--- config.mk ---
export PLATFORM = sky130hd
export DESIGN_NAME = flc_cluster
export DESIGN_NICKNAME = d
export VERILOG_FILES = /design/src/core/flc_pkg.sv /design/src/core/flc_cluster.sv
export SDC_FILE = /design/constraint.sdc
export NUM_CORES = 2
export LEC_CHECK = 0
export ABC_AREA = 1
export BUFFER_PORTS_ARGS = -buffer_cell sky130_fd_sc_hd__buf_2
export CORE_AREA = 2 2 699 701
export CTS_BUF_LIST = sky130_fd_sc_hd__clkbuf_4 sky130_fd_sc_hd__clkbuf_8 sky130_fd_sc_hd__clkbuf_16
export DETAILED_ROUTE_END_ITERATION = 10
export DIE_AREA = 0 0 701 703
export GPL_TIMING_DRIVEN = 0
export PLACE_DENSITY_LB_ADDON = 0.15
export SYNTH_ARGS = -nofsm -noshare
export SYNTH_HDL_FRONTEND = slang
export SYNTH_SLANG_ARGS = --single-unit
--- constraint.sdc ---
create_clock -name clk -period 2.4 [get_ports clk]
set_input_delay 0.36 -clock clk [delete_from_list [all_inputs] [get_ports clk]]
set_output_delay 0.36 -clock clk [all_outputs]
set_load 0.005 [all_outputs]
--- src/core/flc_pkg.sv ---
// Purpose: Shared types and constants for the fabric logic cluster model.
// Assumes: Static configuration is loaded before the fabric clocks run.
// Notes: Only normal, extended lookup and memory use are modelled in depth.
package flc_pkg;

    localparam int CELLS_PER_CLUSTER = 10;
    localparam int REACH_CELLS = 30;
    localparam int MEM_BITS = 640;
    localparam int MEM_DEPTH_WIDE = 32;
    localparam int MEM_DEPTH_DEEP = 64;
    localparam int LUT_BITS = 64;
    localparam int DATA_INPUTS = 8;
    localparam int CLOCK_SOURCES = 2;
    localparam int CLOCK_ENABLES = 3;

    // Operating modes of a logic cell.
    typedef enum logic [2:0] {
        FLC_MODE_NORMAL = 3'h0,
        FLC_MODE_EXTENDED = 3'h1,
        FLC_MODE_ARITH = 3'h3,
        FLC_MODE_SHARED_ARITH = 3'h2,
        FLC_MODE_LUT_REG = 3'h6
    } flc_mode_t;

    // Source of a cell output.
    typedef enum logic [1:0] {
        FLC_SRC_LUT = 2'h0,
        FLC_SRC_ADDER = 2'h1,
        FLC_SRC_REG = 2'h3
    } flc_src_t;

    // Memory organisation of one cell used as storage.
    typedef enum logic [1:0] {
        FLC_MEM_OFF = 2'h0,
        FLC_MEM_64X1 = 2'h1,
        FLC_MEM_32X2 = 2'h3
    } flc_mem_t;

    // Static configuration of one logic cell.
    typedef struct packed {
        flc_mode_t mode;
        flc_mem_t memMode;
        logic [LUT_BITS-1:0] lutTopMask;
        logic [LUT_BITS-1:0] lutBotMask;
        logic singleSix;
        logic regFeedback;
        logic [1:0] clkSel;
        logic regSrcBot;
        // Packed so that the whole configuration word stays a legal packed struct.
        flc_src_t [3:0] outSrc;
    } flc_cell_cfg_t;

    // Memory write and read port of the cluster.
    typedef struct packed {
        logic wrEn;
        logic [5:0] wrAddr;
        logic [1:0] wrData;
        logic [5:0] rdAddr;
    } flc_mem_port_t;

    localparam logic [1:0] CLK_SEL_RESET = 2'h0;

endpackage : flc_pkg

--- src/core/flc_cluster.sv ---
// Purpose: Cluster of ten logic cells with shared clock and enable control.
// Assumes: One fabric clock; clock sources arrive as enable pulses on it.
// Notes: Cluster clocks are modelled as one-cycle enables, not gated clocks.
//
// Summary of operation
// A memory cluster stores at most 640 bits as simple dual-port storage.
// Each cell stores 64x1 or 32x2, giving a 64x10 or 32x20 cluster memory.
// Memory clusters keep all logic features; each cell is logic or storage.
// Local and direct-link routing reaches 30 cells: own cluster plus two neighbours.
// Control block takes two clock sources, three enables, makes three cluster clocks.
// Each cluster clock stops when its enable is deasserted.
// One cell implements any six-input function and some seven-input functions.
// Register clock and clear from global, pin or logic; enable from pin or logic.
// Combinational functions bypass the register straight to the outputs.
// Two output sets per cell, each sourced by lookup, adder or register.
// Lookup or adder drives one output while the register drives another.
// Register output may feed back into its own lookup table.
// Registered and unregistered results may appear together at the outputs.
// Five cell modes: normal, extended lookup, arithmetic, shared arithmetic, lookup register.
// Normal mode: eight local inputs, two functions or one six-input function.
// Extended mode: 2-to-1 mux of two five-input functions sharing four inputs.
// Unregistered extended function frees input eight for a packed register; no second register.
// Mode, routing and memory choices are static configuration.
`timescale 1ns/10ps
`default_nettype none

module flc_cluster #(
    parameter bit MEM_CAPABLE = 1'b1
) (
    input wire logic clk,
    input wire logic arst_n,
    input wire flc_pkg::flc_cell_cfg_t cellCfg [0:flc_pkg::CELLS_PER_CLUSTER-1],
    input wire logic [flc_pkg::CLOCK_SOURCES-1:0] clkSrcPulse,
    input wire logic [flc_pkg::CLOCK_ENABLES-1:0] clkEn,
    input wire logic [1:0] clrIn,
    input wire logic [flc_pkg::DATA_INPUTS-1:0] dataIn [0:flc_pkg::REACH_CELLS-1],
    input wire flc_pkg::flc_mem_port_t memPort,
    output logic [3:0] cellOut [0:flc_pkg::CELLS_PER_CLUSTER-1],
    output logic [1:0] memRdData [0:flc_pkg::CELLS_PER_CLUSTER-1],
    output logic [2:0] clusterClkEn
);
    import flc_pkg::*;

    logic [2:0] clusterClkEn_d;
    logic [1:0] regA_q [0:CELLS_PER_CLUSTER-1];
    logic [1:0] memArr_q [0:CELLS_PER_CLUSTER-1][0:MEM_DEPTH_WIDE-1];
    logic [3:0] cellOut_d [0:CELLS_PER_CLUSTER-1];
    logic [1:0] memRd_d [0:CELLS_PER_CLUSTER-1];

    // Cluster clock k runs from source k mod 2 only while enable k is high.
    always_comb
    begin
        for (int k = 0; k < 3; k++)
        begin
            clusterClkEn_d[k] = clkSrcPulse[k % 2] & clkEn[k];
        end
    end

    always_ff @(posedge clk or negedge arst_n)
    begin
        if (!arst_n)
        begin
            clusterClkEn <= 3'h0;
        end
        else
        begin
            clusterClkEn <= clusterClkEn_d;
        end
    end

    // Six-input lookup of a 64-bit mask.
    function automatic logic lut6(input logic [63:0] mask, input logic [5:0] sel);
        lut6 = mask[sel];
    endfunction : lut6

    // Five-input lookup on the lower half of a mask.
    function automatic logic lut5(input logic [63:0] mask, input logic [4:0] sel);
        lut5 = mask[{1'b0, sel}];
    endfunction : lut5

    function automatic logic pickSrc(input flc_src_t s, input logic lutV, input logic addV,
                                     input logic regV);
        case (s)
            FLC_SRC_LUT: pickSrc = lutV;
            FLC_SRC_ADDER: pickSrc = addV;
            FLC_SRC_REG: pickSrc = regV;
            default: pickSrc = lutV;
        endcase
    endfunction : pickSrc

    genvar g;
    generate
        for (g = 0; g < CELLS_PER_CLUSTER; g++)
        begin : gCell
            logic [7:0] din;
            logic [7:0] lutIn;
            logic lutTop;
            logic lutBot;
            logic sumV;
            logic regInTop;
            logic regInBot;
            logic isMem;
            logic [4:0] wrIdx;
            logic [4:0] rdIdx;
            logic clkTick;
            logic clrNow;

            // Local inputs come from the cell's own cluster slot; neighbour slots
            // are visible on dataIn for routing reach.
            assign din = dataIn[CELLS_PER_CLUSTER + g];
            assign isMem = MEM_CAPABLE && (cellCfg[g].memMode != FLC_MEM_OFF);
            assign clkTick = clusterClkEn[cellCfg[g].clkSel];
            assign clrNow = clrIn[g % 2];

            always_comb
            begin
                lutIn = din;
                if (cellCfg[g].regFeedback)
                begin
                    lutIn[0] = regA_q[g][0];
                end
                lutTop = 1'b0;
                lutBot = 1'b0;
                case (cellCfg[g].mode)
                    FLC_MODE_NORMAL:
                    begin
                        if (cellCfg[g].singleSix)
                        begin
                            lutTop = lut6(cellCfg[g].lutTopMask, lutIn[5:0]);
                            lutBot = lutTop;
                        end
                        else
                        begin
                            lutTop = lut6(cellCfg[g].lutTopMask, lutIn[5:0]);
                            lutBot = lut6(cellCfg[g].lutBotMask, {lutIn[7:6], lutIn[3:0]});
                        end
                    end
                    FLC_MODE_EXTENDED:
                    begin
                        // Shared inputs 0..3, private inputs 4 and 5, select 6.
                        lutTop = lutIn[6]
                            ? lut5(cellCfg[g].lutBotMask, {lutIn[5], lutIn[3:0]})
                            : lut5(cellCfg[g].lutTopMask, {lutIn[4], lutIn[3:0]});
                        lutBot = lutTop;
                    end
                    default:
                    begin
                        lutTop = lut6(cellCfg[g].lutTopMask, lutIn[5:0]);
                        lutBot = lut6(cellCfg[g].lutBotMask, lutIn[5:0]);
                    end
                endcase
            end

            assign sumV = lutTop ^ lutBot ^ din[7];
            // In extended mode the first register is the packed one and loads input eight.
            assign regInTop = (cellCfg[g].mode == FLC_MODE_EXTENDED) ? din[7]
                : (cellCfg[g].regSrcBot ? lutBot : lutTop);
            // An extended function leaves input eight free to load a packed register.
            assign regInBot = (cellCfg[g].mode == FLC_MODE_EXTENDED) ? din[7] : lutBot;

            always_ff @(posedge clk or negedge arst_n)
            begin
                if (!arst_n)
                begin
                    regA_q[g] <= 2'h0;
                end
                else if (clrNow)
                begin
                    regA_q[g] <= 2'h0;
                end
                else if (clkTick && !isMem)
                begin
                    regA_q[g][0] <= regInTop;
                    if (cellCfg[g].mode == FLC_MODE_EXTENDED)
                    begin
                        regA_q[g][1] <= 1'b0;
                    end
                    else
                    begin
                        regA_q[g][1] <= regInBot;
                    end
                end
            end

            // Second register of an extended cell is unusable, so its slot carries
            // the packed register loaded from input eight instead.
            logic packedReg;
            assign packedReg = (cellCfg[g].mode == FLC_MODE_EXTENDED) ? regA_q[g][0] : regA_q[g][1];

            always_comb
            begin
                // Two sets: outputs 0,1 then 2,3; outputs 0 and 2 also feed local routing.
                cellOut_d[g][0] = pickSrc(cellCfg[g].outSrc[0], lutTop, sumV, regA_q[g][0]);
                cellOut_d[g][1] = pickSrc(cellCfg[g].outSrc[1], lutTop, sumV, regA_q[g][0]);
                cellOut_d[g][2] = pickSrc(cellCfg[g].outSrc[2], lutBot, sumV, packedReg);
                cellOut_d[g][3] = pickSrc(cellCfg[g].outSrc[3], lutBot, sumV, packedReg);
                if (isMem)
                begin
                    cellOut_d[g] = 4'h0;
                end
            end

            // Deep mode uses rdAddr[5] to pick one bit of a two-bit word.
            assign wrIdx = memPort.wrAddr[4:0];
            assign rdIdx = memPort.rdAddr[4:0];

            always_ff @(posedge clk)
            begin
                if (isMem && memPort.wrEn)
                begin
                    if (cellCfg[g].memMode == FLC_MEM_32X2)
                    begin
                        memArr_q[g][wrIdx] <= memPort.wrData;
                    end
                    else
                    begin
                        memArr_q[g][wrIdx][memPort.wrAddr[5]] <= memPort.wrData[0];
                    end
                end
            end

            always_comb
            begin
                memRd_d[g] = 2'h0;
                if (isMem)
                begin
                    if (cellCfg[g].memMode == FLC_MEM_32X2)
                    begin
                        memRd_d[g] = memArr_q[g][rdIdx];
                    end
                    else
                    begin
                        memRd_d[g] = {1'b0, memArr_q[g][rdIdx][memPort.rdAddr[5]]};
                    end
                end
            end

            always_ff @(posedge clk or negedge arst_n)
            begin
                if (!arst_n)
                begin
                    cellOut[g] <= 4'h0;
                    memRdData[g] <= 2'h0;
                end
                else
                begin
                    cellOut[g] <= cellOut_d[g];
                    memRdData[g] <= memRd_d[g];
                end
            end
        end
    endgenerate

endmodule : flc_cluster

`default_nettype wire

; ---- Yosys cells after proc, flatten, opt, wreduce, memory -nomap -nowiden
; Memories as Yosys holds them, arrays and structs flattened.
; Index checks and enable logic that the tools add are counted.
[totals]
regBits = 83
mem_bits_rw = 640
inputBits = 1724
out_inout_bits = 63
wordCells = 1971
mem_count = 1
[op_classes]
n_lt_le_gt_ge = 56
eq_ne = 100
n_mux = 1056
n_bitwise = 665
n_reduce_logical = 62
[mem_list]
columns = memory, depth, width, read_ports, rd_clocked_by_memory_dff, write_ports, line
row1 = memArr_q, 10, 64, 10, 0, 10, flc_cluster.sv:46  ; logic [1:0] memArr_q [0:CELLS_PER_CLUSTER-1][0:MEM_DEPTH_WIDE-1];
[op_table]
columns = op, n
row1 = $mux 64, 20
row2 = $mux 1, 841
row3 = $or 1x1->1, 640
row4 = $bmux 1 s6, 30
row5 = $lt 5x7->1 const B, 20
row6 = $lt 6x7->1 const B, 20
row7 = $mux 2, 62
row8 = $bmux 1 s5, 20
row9 = $bmux 2 s5, 10
row10 = $eq 2x2->1 const B, 50
row11 = $pmux 1 s2, 50
row12 = $eq 2x1->1 const B, 40
row13 = $mux 4, 10
row14 = $reduce_bool 2->1, 20
row15 = $eq 3x1->1 const B, 10
row16 = $logic_not 3->1, 10
row17 = $lt 2x3->1 const B, 10
row18 = $logic_and 1x1->1, 22
row19 = $bmux 1 s2, 10
row20 = $demux 2 s5, 2
row21 = $xor 1x1->1, 20
row22 = $ge 6x6->1 const B, 2
row23 = $not 5->6, 2
row24 = $logic_not 1->1, 10
row25 = 5 further kinds, 8

; ---- Longest topological paths before layout
[depth]
depth_word = 9
ltp_mapped = 19
depth_no_buf = 17

; ---- Least setup slack after synthesis
; No wires, ideal clock.
[synth_timing]
path_type = in2reg
start = in memPort[13] (netlist name)
end = mem memArr_q[0][100] (netlist name), enable pin
arrival_ps = 1823
path_slack_ps = 268
stages = 7
n_path_buf = 4
cell_sequence = clkbuf_1 > inv_1 > clkbuf_1 > clkbuf_1 > clkbuf_1 > nand2_1 > o22ai_1
[synth_rtl]
columns = item, line
row1 = from (decl), flc_cluster.sv:37  ; input wire flc_pkg::flc_mem_port_t memPort,
row2 = to (decl), flc_cluster.sv:46

==> impl_metrics.ini <==
[floorplan]
core_region_area_sq_um = 485000
pin_count = 1787
dieArea_sq_um = 493000
die_x_um = 701
die_y_um = 703
rows = 256
start_util_pct = 11.1

[sta]
maxSlewViolCount = 0
slew_headroom_pct = 1.68
rsz0062_at_grt = yes
min_period_over_period_pct = 123
finalCriticalPeriod_ns = 2.95
fin_setup_tns_ns = -11.18
tightest_slew_ns = 1.47
final-hold-violation-count = 0
fmax_ghz = 0.339
final-setup-viol-count = 93
timing.final.ws_setup_ns = -0.548
finClkSkew_ns = 0.114

[run_status]
violations = negative setup slack
status = finished with violations

[drt]
routedWlPerCell_um = 34.5
first_pass_iters = 6
wl_um = 572000
route.vias.total = 72800
drt_iter0_drc = 7605
drt-vias-per-instance = 4.39
antenna_left = 0
drc = 0

[synth]
ys.flop_type = edfxtp_1
ys_ff_latch = 723
synthCells = 7755
syn_avg_cell_area_sq_um = 6.96
synth_area_sq_um = 54000
synthesis.nets = 9479
ys_warn_count = 0
synth-edff-count = 640
async_flop_share_pct = 11.5
ys_seq_area_share_pct = 39.4
synth_cell_type_count = 30

[critical_path]
crit_type = in2reg
r2r_slack_ns = -0.50
max_stage_delay_ns = 0.49
critPathArrivalTime_ns = 3.65
crit_slowest_cell = buf_2
path_cells = buf_2 -> clkinvlp_4 -> buf_4 -> clkbuf_2 -> nand3_4 -> nand3_2 -> nand3_4 -> nand3_4 -> nand3_4 -> nand2_1 -> nand2_1 -> nand3_2 -> nand2_4 -> nand2_4 -> nand2_4 -> nand3_4 -> a21oi_4
r2r_end = cellOut[30]$_DFF_PN0_
r2r_start = regA_q[14]$_DFFE_PN0P_
ff2ff_path_depth = 20
end_kind = register
path_max_fanout = 10
crit_top_cell = nand3_4
cp.required_ns = 3.10
crit_path_start = dataIn[137]
crit_path_start_kind = input pin

[power_and_ir_drop]
p_leak_nw = 34.3
p_per_area_nw_per_um2 = 507
power_mw = 44.0
ir_drop_v = 0.000594

[flow_run]
max-cap-violations = 0

[final_layout]
final_common_cell = nand2_1
layout-drive-gt1-share_pct = 35.2
layout.nets = 11500
final_cell_mix = nand2_1, buf_2, nand3_1
area_delta_synth_final_pct = 60.4
regArea_sq_um = 21300
fin_cells = 16600
multi_input_area_sq_um = 34700
nFillCells = 55800
final_area_sq_um = 86700

[clock_network]
clock_latency_ns = 0.86
clock-root-buffer = clkbuf_16
cts_tree = built
h-tree-depth = 3
cts_num_sinks = 723
cts_made_buffers = 106
clk_path_buf_depth = 4
clk_pin_slew_ns = 0.06

[global_routing]
antenna_found_initial = 207
grt_max_degree = 80
grt_overflow = 0
grtUsageTotal_pct = 22.0
first_global_vias = 70000
grt_first_pass_wirelength_um = 717000

[min_path]
hold_depth = 5
hold_path_class = in2reg
whs_endpoint = regA_q[0]$_DFFE_PN0P_
hp-start = cellCfg[9]

[placed_design]
pre_cts_slack_ns = -3.74
place_area_sq_um = 70800
dp_hpwl_um = 460000
gp_congestion = 0.978
dp_cells = 15800
io_buffers = 1590
## where the power goes
part           total (mW)  internal [mW]  switching [mW]
combinational        13.6           4.38            9.22
clock                16.4           9.26            7.13
sequential           14.0           13.9          0.0877
total                44.0           27.5            16.4
## cells in the mapped netlist, drive strengths merged, types with 16 or more instances
library cell  instances  area share [%]
edfxtp              640              36
nand3              1643              15
dfrtp                83             3.8
o21ai               975             9.0
o22ai               336             3.9
clkbuf              420             2.9
a21oi               110             1.0
o221ai              144             2.3
buf                 245             2.7
o211ai               16            0.22
inv                 418             2.9
a22oi                36            0.50
nor2                566             3.9
a21boi               30            0.42
nor3                 26            0.24
nand2              2022              14
## layer usage
metal,vias to the layer above,share of wire [%],GRT usage (%)
met4,48,6.6,12.2
li1,31700,-,-
met3,968,6.9,4.27
met2,3691,47,36.8
met5,-,0.057,0
met1,36400,40,26.4
## sequential cells by signal (all words and copies together) (netlist names)
name          count
memArr_q        640
regA_q           20
clusterClkEn      3
memRdData        20
cellOut          40
## layout make-up
type                            count  share of cell area [%]
Antenna cell                      218                   0.630
Buffer                            661                    5.24
Clock buffer                      149                    3.51
Clock inverter                     44                   0.413
Inverter                          423                    1.86
Multi-Input combinational cell   5949                    40.1
Sequential cell                   723                    24.6
Tap cell                         6450                    9.31
Timing Repair Buffer             1947                    14.4
## worst max-delay path, delay by kind of cell
kind / cells / cell delay [ns]
simple gates: 12 / 1.50
buf+inv: 4 / 1.29
compound gates: 1 / 0.36
## stage by stage
step | util [%] | hold slack, ns
floorplan | - | 0.0644
global placement | 14.4 | 0.505
detailed placement | 14.6 | 0.345
CTS | 17.1 | 0.00317
global route | 17.8 | 0.0260
finish | 17.9 | 0.0163
## repair_timing
action / CTS / global route
gates resized for setup: 1346 / 691
buffers inserted: 120 / 28
endpoints found under the setup margin: 965 / 427
endpoints found under the hold margin: 181 / 2
hold buffers: 148 / 1
cloned: 25 / 14
pin swaps: 281 / 377
## worst max path at each step
stage	to	slack [ns]	cells past startpoint
2_1_floorplan	memArr_q[0][100]$_DFFE_PP_	0.27	7
3_3_place_gp	memArr_q[1][127]$_DFFE_PP_	-4.95	6
3_5_place_dp	cellOut[29]$_DFF_PN0_	-3.74	15
4_1_cts	cellOut[29]$_DFF_PN0_	-0.66	19
5_1_grt	cellOut[29]$_DFF_PN0_	-0.61	19
6_report	cellOut[29]$_DFF_PN0_	-0.55	17
## cells by family (layout without fill, tap and decap cells)
kind of cell	Yosys count	count (layout)	share of synthesized area (%)
simple gates	4257	4262	33.9
buf+inv	1088	3224	8.60
compound gates	1687	1687	18.0
flops	723	723	39.4
other cells	0	218	0
Note: power is estimated with default switching activity, not from simulation.
